[src/rtl/rtc_regs.vh]
// register offsets, field positions, reset values and timing constants
// assumes inclusion by the time-keeping core and its step module
//
// What this block does
// threshold select: 0 picks 2.1 V (default), 1 picks 1.6 V
// supply below threshold sets low-supply flag; held, monitor disabled
// writing 0 clears low-supply flag, restarts monitor; writing 1 ignored
// oscillator halt sets halt flag; stays set after oscillation resumes
// halt flag setting clears adjust, control one and all other status bits
// writing 0 clears halt flag and rearms sensing; writing 1 ignored
// spare bits D5, D3 store written values; cleared on halt flag
// periodic flag reads 1 while line A periodic output is low
// level mode: writing 0 releases line A until next period
// enabled alarm match sets alarm flag about 61 us later
// writing 0 clears alarm flag, releases line; weekly B, daily A
// alarm flag reads 0 while its enable bit is 0
// seconds, minutes count BCD 00..59, carry on wrap
// hours carry to day counters on PM11->AM12 or 23->00
// any seconds write resets the sub-second divider
// weekday counter steps 000..110 then wraps to 000
// host must not write 111 to weekday unless unused
// host writes only valid time values to the counters
// host should poll the halt flag often
// hour mode 0: 12-hour, bit 5 is PM; mode 1: 00..23
// unused bits ignore writes and read as 0
`ifndef RTC_REGS_VH
`define RTC_REGS_VH

// offsets
`define OFS_SECONDS      4'h0
`define OFS_MINUTES      4'h1
`define OFS_HOURS        4'h2
`define OFS_WEEKDAY      4'h3
`define OFS_OSC_ADJUST   4'h7
`define OFS_CTRL_ONE     4'hE
`define OFS_STATUS       4'hF

// status register fields
`define ST_THRESH_SEL    7
`define ST_LOW_SUPPLY    6
`define ST_SPARE_ONE     5
`define ST_OSC_HALT      4
`define ST_SPARE_TWO     3
`define ST_PERIODIC      2
`define ST_WEEKLY        1
`define ST_DAILY         0
`define ST_RESET         8'h10

// control one fields
`define C1_WEEKLY_EN     7
`define C1_DAILY_EN      6
`define C1_MODE24        5
`define C1_SPARE_THREE   4
`define C1_FACTORY_TEST  3
`define C1_RESET         8'h00

// periodic select codes
`define PER_OFF          3'h0
`define PER_FIXED_LOW    3'h1
`define PER_2HZ          3'h2
`define PER_1HZ          3'h3
`define PER_SEC          3'h4
`define PER_MIN          3'h5
`define PER_HOUR         3'h6
`define PER_MONTH        3'h7

// timing
`define XTAL_HZ          32768
`define DIV_LAST         15'h7FFF
`define ALARM_DELAY_US   61
`define WEEKDAY_LAST     3'h6

`endif

[src/rtl/rtc_time_step.v]
// one-second step of the BCD time counters
// assumes valid BCD values at its inputs
`timescale 1ns/1ps
`default_nettype none
`include "rtc_regs.vh"

module rtc_time_step (
   // present time
   input  wire [6:0] sec_in,
   input  wire [6:0] min_in,
   input  wire [5:0] hour_in,
   input  wire [2:0] wday_in,
   input  wire       mode24,
   // next time and carries
   output reg  [6:0] sec_out,
   output reg  [6:0] min_out,
   output reg  [5:0] hour_out,
   output reg  [2:0] wday_out,
   output reg        min_carry,
   output reg        hour_carry,
   output reg        day_carry
);

   function [7:0] bcd_inc;
      input [7:0] v;
      begin
         if (v[3:0] == 4'h9) begin
            bcd_inc = {v[7:4] + 4'h1, 4'h0};
         end else begin
            bcd_inc = {v[7:4], v[3:0] + 4'h1};
         end
      end
   endfunction

   reg [7:0] tmp;

   always @* begin
      tmp        = 8'h00;
      min_carry  = (sec_in == 7'h59);
      hour_carry = min_carry && (min_in == 7'h59);
      day_carry  = 1'b0;
      // seconds and minutes
      if (min_carry) begin
         sec_out = 7'h00;
      end else begin
         tmp     = bcd_inc({1'b0, sec_in});
         sec_out = tmp[6:0];
      end
      if (!min_carry) begin
         min_out = min_in;
      end else if (hour_carry) begin
         min_out = 7'h00;
      end else begin
         tmp     = bcd_inc({1'b0, min_in});
         min_out = tmp[6:0];
      end
      // hours
      hour_out = hour_in;
      if (hour_carry) begin
         if (mode24) begin
            if (hour_in == 6'h23) begin
               hour_out  = 6'h00;
               day_carry = 1'b1;
            end else begin
               tmp      = bcd_inc({2'b00, hour_in});
               hour_out = tmp[5:0];
            end
         end else if (hour_in[4:0] == 5'h12) begin
            hour_out = {hour_in[5], 5'h01};
         end else if (hour_in[4:0] == 5'h11) begin
            hour_out  = {~hour_in[5], 5'h12};
            day_carry = hour_in[5];
         end else begin
            tmp      = bcd_inc({3'b000, hour_in[4:0]});
            hour_out = {hour_in[5], tmp[4:0]};
         end
      end
      // weekday
      if (!day_carry) begin
         wday_out = wday_in;
      end else if (wday_in == `WEEKDAY_LAST) begin
         wday_out = 3'h0;
      end else begin
         wday_out = wday_in + 3'h1;
      end
   end

endmodule

`default_nettype wire

[src/rtl/rtc_core.v]
// status flags, control registers and time-of-day counters
// assumes a decoded serial-bus register port and a crystal tick
// pulse, all synchronous to mclk
`timescale 1ns/1ps
`default_nettype none
`include "rtc_regs.vh"

module rtc_core #(
   parameter XTAL_HZ = `XTAL_HZ
) (
   // clock and reset
   input  wire       mclk,
   input  wire       sys_rst,
   // decoded register port
   input  wire [3:0] reg_addr,
   input  wire [7:0] reg_wdata,
   input  wire       reg_wr,
   input  wire       reg_rd,
   output reg  [7:0] reg_rdata_ff,
   // crystal and analog monitors
   input  wire       xtal_tick,
   input  wire       xtal_level,
   input  wire       osc_running,
   input  wire       supply_below_2v1,
   input  wire       supply_below_1v6,
   input  wire       clkout_pin_enable,
   // alarm compare and calendar
   input  wire       weekly_alarm_match,
   input  wire       daily_alarm_match,
   input  wire       month_rollover,
   output reg        day_carry_ff,
   // interrupt and clock pins
   output reg        irq_line_a_n,
   output reg        irq_line_b_n,
   output reg        crystal_clock_out
);

   // --------------------------------------------------------------
   // constants
   // --------------------------------------------------------------
   localparam integer ALARM_DELAY_FULL =
      ((`ALARM_DELAY_US * XTAL_HZ + 999999) / 1000000);
   localparam [1:0] ALARM_DELAY_TICKS = ALARM_DELAY_FULL[1:0];

   // --------------------------------------------------------------
   // state
   // --------------------------------------------------------------
   reg [6:0]  seconds_count_ff;
   reg [6:0]  minutes_count_ff;
   reg [5:0]  hours_count_ff;
   reg [2:0]  weekday_count_ff;
   reg [6:0]  osc_adjust_ff;
   reg [7:0]  ctrl_one_ff;
   reg        supply_threshold_select_ff;
   reg        low_supply_flag_ff;
   reg        spare_bit_one_ff;
   reg        spare_bit_two_ff;
   reg        osc_halt_flag_ff;
   reg        halt_armed_ff;
   reg        periodic_pend_ff;
   reg        weekly_alarm_flag_ff;
   reg        daily_alarm_flag_ff;
   reg [14:0] div_ff;
   reg [1:0]  weekly_dly_ff;
   reg [1:0]  daily_dly_ff;

   // --------------------------------------------------------------
   // decode
   // --------------------------------------------------------------
   wire wr_sec    = reg_wr && (reg_addr == `OFS_SECONDS);
   wire wr_min    = reg_wr && (reg_addr == `OFS_MINUTES);
   wire wr_hour   = reg_wr && (reg_addr == `OFS_HOURS);
   wire wr_wday   = reg_wr && (reg_addr == `OFS_WEEKDAY);
   wire wr_adj    = reg_wr && (reg_addr == `OFS_OSC_ADJUST);
   wire wr_ctrl1  = reg_wr && (reg_addr == `OFS_CTRL_ONE);
   wire wr_status = reg_wr && (reg_addr == `OFS_STATUS);

   wire       weekly_en = ctrl_one_ff[`C1_WEEKLY_EN];
   wire       daily_en  = ctrl_one_ff[`C1_DAILY_EN];
   wire       mode24    = ctrl_one_ff[`C1_MODE24];
   wire [2:0] per_sel   = ctrl_one_ff[2:0];

   // --------------------------------------------------------------
   // timebase
   // --------------------------------------------------------------
   wire sec_tick = xtal_tick && (div_ff == `DIV_LAST);

   wire [6:0] nxt_sec;
   wire [6:0] nxt_min;
   wire [5:0] nxt_hour;
   wire [2:0] nxt_wday;
   wire       min_carry;
   wire       hour_carry;
   wire       day_carry;

   rtc_time_step u_step (
      .sec_in     (seconds_count_ff),
      .min_in     (minutes_count_ff),
      .hour_in    (hours_count_ff),
      .wday_in    (weekday_count_ff),
      .mode24     (mode24),
      .sec_out    (nxt_sec),
      .min_out    (nxt_min),
      .hour_out   (nxt_hour),
      .wday_out   (nxt_wday),
      .min_carry  (min_carry),
      .hour_carry (hour_carry),
      .day_carry  (day_carry)
   );

   always @(posedge mclk) begin
      if (sys_rst || wr_sec) begin
         div_ff <= 15'h0000;
      end else if (xtal_tick) begin
         div_ff <= div_ff + 15'h0001;
      end
   end

   // --------------------------------------------------------------
   // time counters
   // --------------------------------------------------------------
   always @(posedge mclk) begin
      if (sys_rst) begin
         seconds_count_ff <= 7'h00;
         minutes_count_ff <= 7'h00;
         hours_count_ff   <= 6'h12;
         weekday_count_ff <= 3'h0;
         day_carry_ff     <= 1'b0;
      end else begin
         day_carry_ff <= sec_tick && day_carry;
         if (wr_sec) begin
            seconds_count_ff <= reg_wdata[6:0];
         end else if (sec_tick) begin
            seconds_count_ff <= nxt_sec;
         end
         if (wr_min) begin
            minutes_count_ff <= reg_wdata[6:0];
         end else if (sec_tick) begin
            minutes_count_ff <= nxt_min;
         end
         if (wr_hour) begin
            hours_count_ff <= reg_wdata[5:0];
         end else if (sec_tick) begin
            hours_count_ff <= nxt_hour;
         end
         if (wr_wday) begin
            weekday_count_ff <= reg_wdata[2:0];
         end else if (sec_tick) begin
            weekday_count_ff <= nxt_wday;
         end
      end
   end

   // --------------------------------------------------------------
   // oscillator halt sensing
   // --------------------------------------------------------------
   wire halt_event = halt_armed_ff && !osc_running;
   wire halt_clear = wr_status && !reg_wdata[`ST_OSC_HALT];

   always @(posedge mclk) begin
      if (sys_rst) begin
         osc_halt_flag_ff <= 1'b1;
         halt_armed_ff    <= 1'b0;
      end else if (halt_event) begin
         osc_halt_flag_ff <= 1'b1;
         halt_armed_ff    <= 1'b0;
      end else if (halt_clear) begin
         osc_halt_flag_ff <= 1'b0;
         halt_armed_ff    <= 1'b1;
      end
   end

   // --------------------------------------------------------------
   // control one and adjustment
   // --------------------------------------------------------------
   always @(posedge mclk) begin
      if (sys_rst || halt_event) begin
         ctrl_one_ff   <= `C1_RESET;
         osc_adjust_ff <= 7'h00;
      end else begin
         if (wr_ctrl1) begin
            ctrl_one_ff <= reg_wdata;
         end
         if (wr_adj) begin
            osc_adjust_ff <= reg_wdata[6:0];
         end
      end
   end

   // --------------------------------------------------------------
   // supply monitor
   // --------------------------------------------------------------
   wire below_sel = supply_threshold_select_ff ? supply_below_1v6
                                               : supply_below_2v1;
   wire supply_event = !low_supply_flag_ff && below_sel;

   always @(posedge mclk) begin
      if (sys_rst || halt_event) begin
         supply_threshold_select_ff <= 1'b0;
         low_supply_flag_ff         <= 1'b0;
         spare_bit_one_ff           <= 1'b0;
         spare_bit_two_ff           <= 1'b0;
      end else begin
         if (wr_status) begin
            supply_threshold_select_ff <= reg_wdata[`ST_THRESH_SEL];
            spare_bit_one_ff <= reg_wdata[`ST_SPARE_ONE];
            spare_bit_two_ff <= reg_wdata[`ST_SPARE_TWO];
         end
         if (supply_event) begin
            low_supply_flag_ff <= 1'b1;
         end else if (wr_status && !reg_wdata[`ST_LOW_SUPPLY]) begin
            low_supply_flag_ff <= 1'b0;
         end
      end
   end

   // --------------------------------------------------------------
   // periodic interrupt
   // --------------------------------------------------------------
   reg per_event;
   reg per_low;

   always @* begin
      case (per_sel)
         `PER_SEC:   per_event = sec_tick;
         `PER_MIN:   per_event = sec_tick && min_carry;
         `PER_HOUR:  per_event = sec_tick && hour_carry;
         `PER_MONTH: per_event = month_rollover;
         default:    per_event = 1'b0;
      endcase
   end

   always @(posedge mclk) begin
      if (sys_rst || halt_event || !per_sel[2]) begin
         periodic_pend_ff <= 1'b0;
      end else if (per_event) begin
         periodic_pend_ff <= 1'b1;
      end else if (wr_status && !reg_wdata[`ST_PERIODIC]) begin
         periodic_pend_ff <= 1'b0;
      end
   end

   always @* begin
      case (per_sel)
         `PER_OFF:       per_low = 1'b0;
         `PER_FIXED_LOW: per_low = 1'b1;
         `PER_2HZ:       per_low = div_ff[13];
         `PER_1HZ:       per_low = div_ff[14];
         default:        per_low = periodic_pend_ff;
      endcase
   end

   // --------------------------------------------------------------
   // alarm flags
   // --------------------------------------------------------------
   wire weekly_set = weekly_dly_ff == 2'd1 && xtal_tick;
   wire daily_set  = daily_dly_ff == 2'd1 && xtal_tick;

   always @(posedge mclk) begin
      if (sys_rst || halt_event || !weekly_en) begin
         weekly_dly_ff <= 2'd0;
      end else if (weekly_alarm_match && weekly_dly_ff == 2'd0) begin
         weekly_dly_ff <= ALARM_DELAY_TICKS;
      end else if (xtal_tick && weekly_dly_ff != 2'd0) begin
         weekly_dly_ff <= weekly_dly_ff - 2'd1;
      end
   end

   always @(posedge mclk) begin
      if (sys_rst || halt_event || !daily_en) begin
         daily_dly_ff <= 2'd0;
      end else if (daily_alarm_match && daily_dly_ff == 2'd0) begin
         daily_dly_ff <= ALARM_DELAY_TICKS;
      end else if (xtal_tick && daily_dly_ff != 2'd0) begin
         daily_dly_ff <= daily_dly_ff - 2'd1;
      end
   end

   always @(posedge mclk) begin
      if (sys_rst || halt_event || !weekly_en) begin
         weekly_alarm_flag_ff <= 1'b0;
      end else if (weekly_set) begin
         weekly_alarm_flag_ff <= 1'b1;
      end else if (wr_status && !reg_wdata[`ST_WEEKLY]) begin
         weekly_alarm_flag_ff <= 1'b0;
      end
   end

   always @(posedge mclk) begin
      if (sys_rst || halt_event || !daily_en) begin
         daily_alarm_flag_ff <= 1'b0;
      end else if (daily_set) begin
         daily_alarm_flag_ff <= 1'b1;
      end else if (wr_status && !reg_wdata[`ST_DAILY]) begin
         daily_alarm_flag_ff <= 1'b0;
      end
   end

   // --------------------------------------------------------------
   // pins
   // --------------------------------------------------------------
   always @(posedge mclk) begin
      if (sys_rst) begin
         irq_line_a_n      <= 1'b1;
         irq_line_b_n      <= 1'b1;
         crystal_clock_out <= 1'b0;
      end else begin
         irq_line_a_n <= !(per_low || daily_alarm_flag_ff);
         irq_line_b_n <= !weekly_alarm_flag_ff;
         crystal_clock_out <= clkout_pin_enable && xtal_level;
      end
   end

   // --------------------------------------------------------------
   // read mux
   // --------------------------------------------------------------
   reg [7:0] rd_mux;

   always @* begin
      case (reg_addr)
         `OFS_SECONDS:    rd_mux = {1'b0, seconds_count_ff};
         `OFS_MINUTES:    rd_mux = {1'b0, minutes_count_ff};
         `OFS_HOURS:      rd_mux = {2'b00, hours_count_ff};
         `OFS_WEEKDAY:    rd_mux = {5'h00, weekday_count_ff};
         `OFS_OSC_ADJUST: rd_mux = {1'b0, osc_adjust_ff};
         `OFS_CTRL_ONE:   rd_mux = ctrl_one_ff;
         `OFS_STATUS:     rd_mux = {supply_threshold_select_ff,
                                    low_supply_flag_ff,
                                    spare_bit_one_ff,
                                    osc_halt_flag_ff,
                                    spare_bit_two_ff,
                                    per_low,
                                    weekly_alarm_flag_ff && weekly_en,
                                    daily_alarm_flag_ff && daily_en};
         default:         rd_mux = 8'h00;
      endcase
   end

   always @(posedge mclk) begin
      if (sys_rst) begin
         reg_rdata_ff <= 8'h00;
      end else if (reg_rd) begin
         reg_rdata_ff <= rd_mux;
      end
   end

endmodule

`default_nettype wire

[config.mk]
export PLATFORM = sky130hd
export DESIGN_NAME = rtc_core
export DESIGN_NICKNAME = d
export VERILOG_FILES = /design/src/rtl/rtc_time_step.v /design/src/rtl/rtc_core.v
export VERILOG_INCLUDE_DIRS = /design/src /design/src/rtl
export SDC_FILE = /design/constraint.sdc
export NUM_CORES = 1
export LEC_CHECK = 0
export BUFFER_PORTS_ARGS = -buffer_cell sky130_fd_sc_hd__buf_2
export CAP_MARGIN = 20
export CORE_MARGIN = 5
export CORE_UTILIZATION = 65
export CTS_BUF_LIST = sky130_fd_sc_hd__clkbuf_4 sky130_fd_sc_hd__clkbuf_8
export DETAILED_ROUTE_END_ITERATION = 16
export PLACE_DENSITY = 0.82
export SETUP_SLACK_MARGIN = 0.3
export SYNTH_ARGS = -nofsm -noshare
export SYNTH_HDL_FRONTEND = slang
export SYNTH_SLANG_ARGS = --single-unit
[constraint.sdc]
create_clock -name mclk -period 6.6 [get_ports mclk]
set_input_delay 0.99 -clock mclk [delete_from_list [all_inputs] [get_ports mclk]]
set_output_delay 0.99 -clock mclk [all_outputs]
set_load 0.03 [all_outputs]
==> results.py <==
metrics = {
    "placement": {
        "gp_congestion": 0.912,
        "dpl.hpwl_mm": 7.92,
        "io_buffers": 36,
    },
    "routing": {
        "wl_met1_mm": 4.71,
        "route.met2.wl_mm": 5.11,
        "vias_per_cell": 6.47,
        "routed.top_layer": "met4",
        "wl_mm": 11.0,
        "route.met3.wl_mm": 1.01,
        "drt-pass1-iter-count": 5,
        "antenna_left": 0,
        "wl_per_cell_um": 17.7,
        "vias": 4036,
        "drt_iter0_drc": 436,
        "drc": 0,
    },
    "floorplanning": {
        "start_util_pct": 67.3,
        "rows": 29,
        "io_pins": 37,
        "core_um2": 6420,
        "die-area_um2": 8380,
        "die-height_um": 91.5,
        "die_x_um": 91.5,
    },
    "global_routing": {
        "grt_max_degree": 36,
        "grt_pass1_wl_mm": 18.3,
        "grt_pass1_vias": 3692,
        "antenna_found_initial": 0,
        "grt.total_usage_pct": 27.0,
        "grt_overflow": 0,
    },
    "cts": {
        "clockBufferDepth": 2,
        "hold_buffers": 0,
        "tritoncts": "done",
        "clock_sinks": 78,
        "clk_pin_slew_ns": 0.08,
        "clock_latency_ns": 0.35,
        "cts.repair.resized": 0,
        "cts_root_buffer": "clkbuf_8",
        "post_cts_buffers": 0,
        "cts_made_buffers": 9,
        "h-tree-depth": 3,
    },
    "critical_path": {
        "endpoint_kind": "register",
        "crit_required_ns": 6.87,
        "cp-start-kind": "primary input",
        "crit_path_max_fanout": 16,
        "path_class": "primary input to register",
        "cp_data_arrival_time_ns": 2.95,
    },
    "pwr": {
        "powerDensity_nw_per_um2": 189,
        "ir_drop_uv": 125,
        "power.leakage_nw": 1.75,
    },
    "yosys": {
        "synth-simple-area-share_pct": 25.4,
        "synth_area_per_cell_um2": 8.31,
        "yosys_warnings": 0,
        "ys.flop_type": "dfxtp_1",
        "synth_top_area_share_pct": 36.2,
        "syn_inst": 520,
        "synth_area_um2": 4320,
        "synth-xor-area-share_pct": 3.24,
        "synth_top_family_by_area": "simple AND/OR/NAND/NOR gates",
        "synthMuxAreaShare_pct": 8.84,
        "synth.distinct_cells": 60,
        "synth_edf_count": 0,
        "synth-seq-cells": 78,
        "synth_compound_area_share_pct": 18.1,
        "yosys.area.top_type": "dfxtp_1",
        "yosysSeqAreaShare_pct": 36.2,
        "ys_top_cells_by_area": "dfxtp_1 36%, nor2_1 6.5%, mux2i_1 6.5%, ha_1 4.1%, nand2_1 4.0%",
        "synthArstFlopShare_pct": 0,
        "synth_nets": 559,
        "synth_adder_area_share_pct": 4.06,
    },
    "sta": {
        "fin_tns_setup_ns": 0,
        "fin_skew_ns": 0.00974,
        "worstMarginPinSlew_ns": 1.12,
        "finalCriticalPeriod_ns": 2.69,
        "fmax_mhz": 372,
        "hold_viol": 0,
        "drv_slew": 0,
        "rsz0062_at_grt": "false",
        "finalCritPeriodShare_pct": 40.7,
        "slew_headroom_pct": 24.5,
        "setup_viol": 0,
        "whs_ns": 0.420,
    },
    "worst_hold_path": {
        "holdCritPathClass": "register to register",
    },
    "job": {
        "max_cap_violations": 0,
    },
    "cells_and_area": {
        "antenna_cells": 0,
        "drive_gt1_share_pct": 13.3,
        "nNetsFinal": 581,
        "synthToLayoutAreaGrowth_pct": 8.23,
    },
    "status": {
        "status": "finished clean",
    },
}
==> power breakdown <==
group / internal [mW] / leakage, nW / switching [mW]
clock network: 0.143 / 0.0863 / 0.183
logic: 0.0249 / 1.03 / 0.0469
registers: 0.477 / 0.630 / 0.00856
==> layout make-up <==
| cell class | count | area [µm²] |
|---|---|---|
| fill | 521 | 1750 |
| timing repair buffer | 37 | 188 |
| sequential | 78 | 1560 |
| clock inverter | 6 | 46.3 |
| multi-input combinational | 396 | 2580 |
| clock buffer | 10 | 131 |
| tap | 77 | 96.3 |
| inverter | 20 | 75.1 |
==> stage by stage <==
step / total power [mW] / cells / util (%) / setup WS, ns / instance area (µm²)
2_1_floorplan: 0.540 / 520 / - / 3.98 / 4320
3_3_place_gp: 0.564 / 608 / 70.0 / 3.66 / 4500
3_5_place_dp: 0.566 / 608 / 70.0 / 3.59 / 4500
4_1_cts: 0.888 / 624 / 72.8 / 3.95 / 4670
5_1_grt: 0.918 / 624 / 72.8 / 3.73 / 4670
6_report: 0.882 / 624 / 72.8 / 3.91 / 4670
==> worst max-delay path, cell delays in order <==
cell,delay [ns]
buf_2,0.21
nand4_2,0.20
nor4_4,0.30
buf_4,0.26
nand4_2,0.22
or4_1,0.52
a311oi_1,0.25
==> synth_stat cells (4+ instances only) <==
| cell | number |
|---|---|
| a311oi_1 | 6 |
| a22o_1 | 4 |
| xor2_1 | 7 |
| nor3_1 | 9 |
| or3_1 | 4 |
| and2_1 | 6 |
| a22oi_1 | 8 |
| o211ai_1 | 4 |
| o22ai_1 | 5 |
| dfxtp_1 | 78 |
| inv_1 | 20 |
| a21oi_1 | 25 |
| clkbuf_1 | 21 |
| o21ai_0 | 18 |
| nand2_1 | 46 |
| nor2b_1 | 10 |
| ha_1 | 14 |
| or3b_2 | 5 |
| a211oi_1 | 12 |
| nor2_1 | 75 |
| mux2_2 | 9 |
| nand4_1 | 9 |
| mux2i_1 | 28 |
| a31oi_1 | 4 |
| and3_1 | 6 |
| a2bb2oi_1 | 4 |
| xnor2_1 | 9 |
| nor3b_1 | 4 |
| nor4_1 | 6 |
| nand3_1 | 17 |
==> path summary, 6_finish.rpt <==
| path | startpoint | end | slack, ns | depth (start not counted) |
|---|---|---|---|---|
| min reg2reg | weekly_alarm_flag_ff | irq_line_b_n | 0.42 | 1 |
| min | weekly_alarm_flag_ff | irq_line_b_n | 0.42 | 1 |
| max reg2reg | seconds_count_ff[0] | weekday_count_ff[0] | 3.93 | 6 |
| max | xtal_tick | minutes_count_ff[2] | 3.91 | 7 |
==> state kept, by name (all words and copies together), names as in the netlist, 2 cells and up <==
name and flops:
osc_adjust_ff 7, seconds_count_ff 7, weekly_dly_ff 2, reg_rdata_ff 8
daily_dly_ff 2, hours_count_ff 6, minutes_count_ff 7, weekday_count_ff 3
ctrl_one_ff 8, div_ff 15
==> layer usage <==
layer	vias to the layer above	global-route usage, %
li1	1929	-
met1	1882	36.5
met2	206	42.8
met3	19	6.12
met4	0	8.42
met5	-	0
==> cells by family after synthesis <==
family / count (synthesis)
compound gates: 114
mux: 37
simple gates: 215
buf+inv: 46
fa+ha+maj: 14
xor+xnor: 16
flops: 78
==> cell usage in the layout (no fill, tap or decap), types with 14 or more instances in the layout <==
cell / n
nor2_1: 75
nand2_1: 46
dfxtp_1: 78
ha_1: 14
a21oi_1: 25
buf_2: 36
inv_1: 20
nand3_1: 17
o21ai_0: 18
mux2i_1: 28
(Power assumes the default switching activity.)
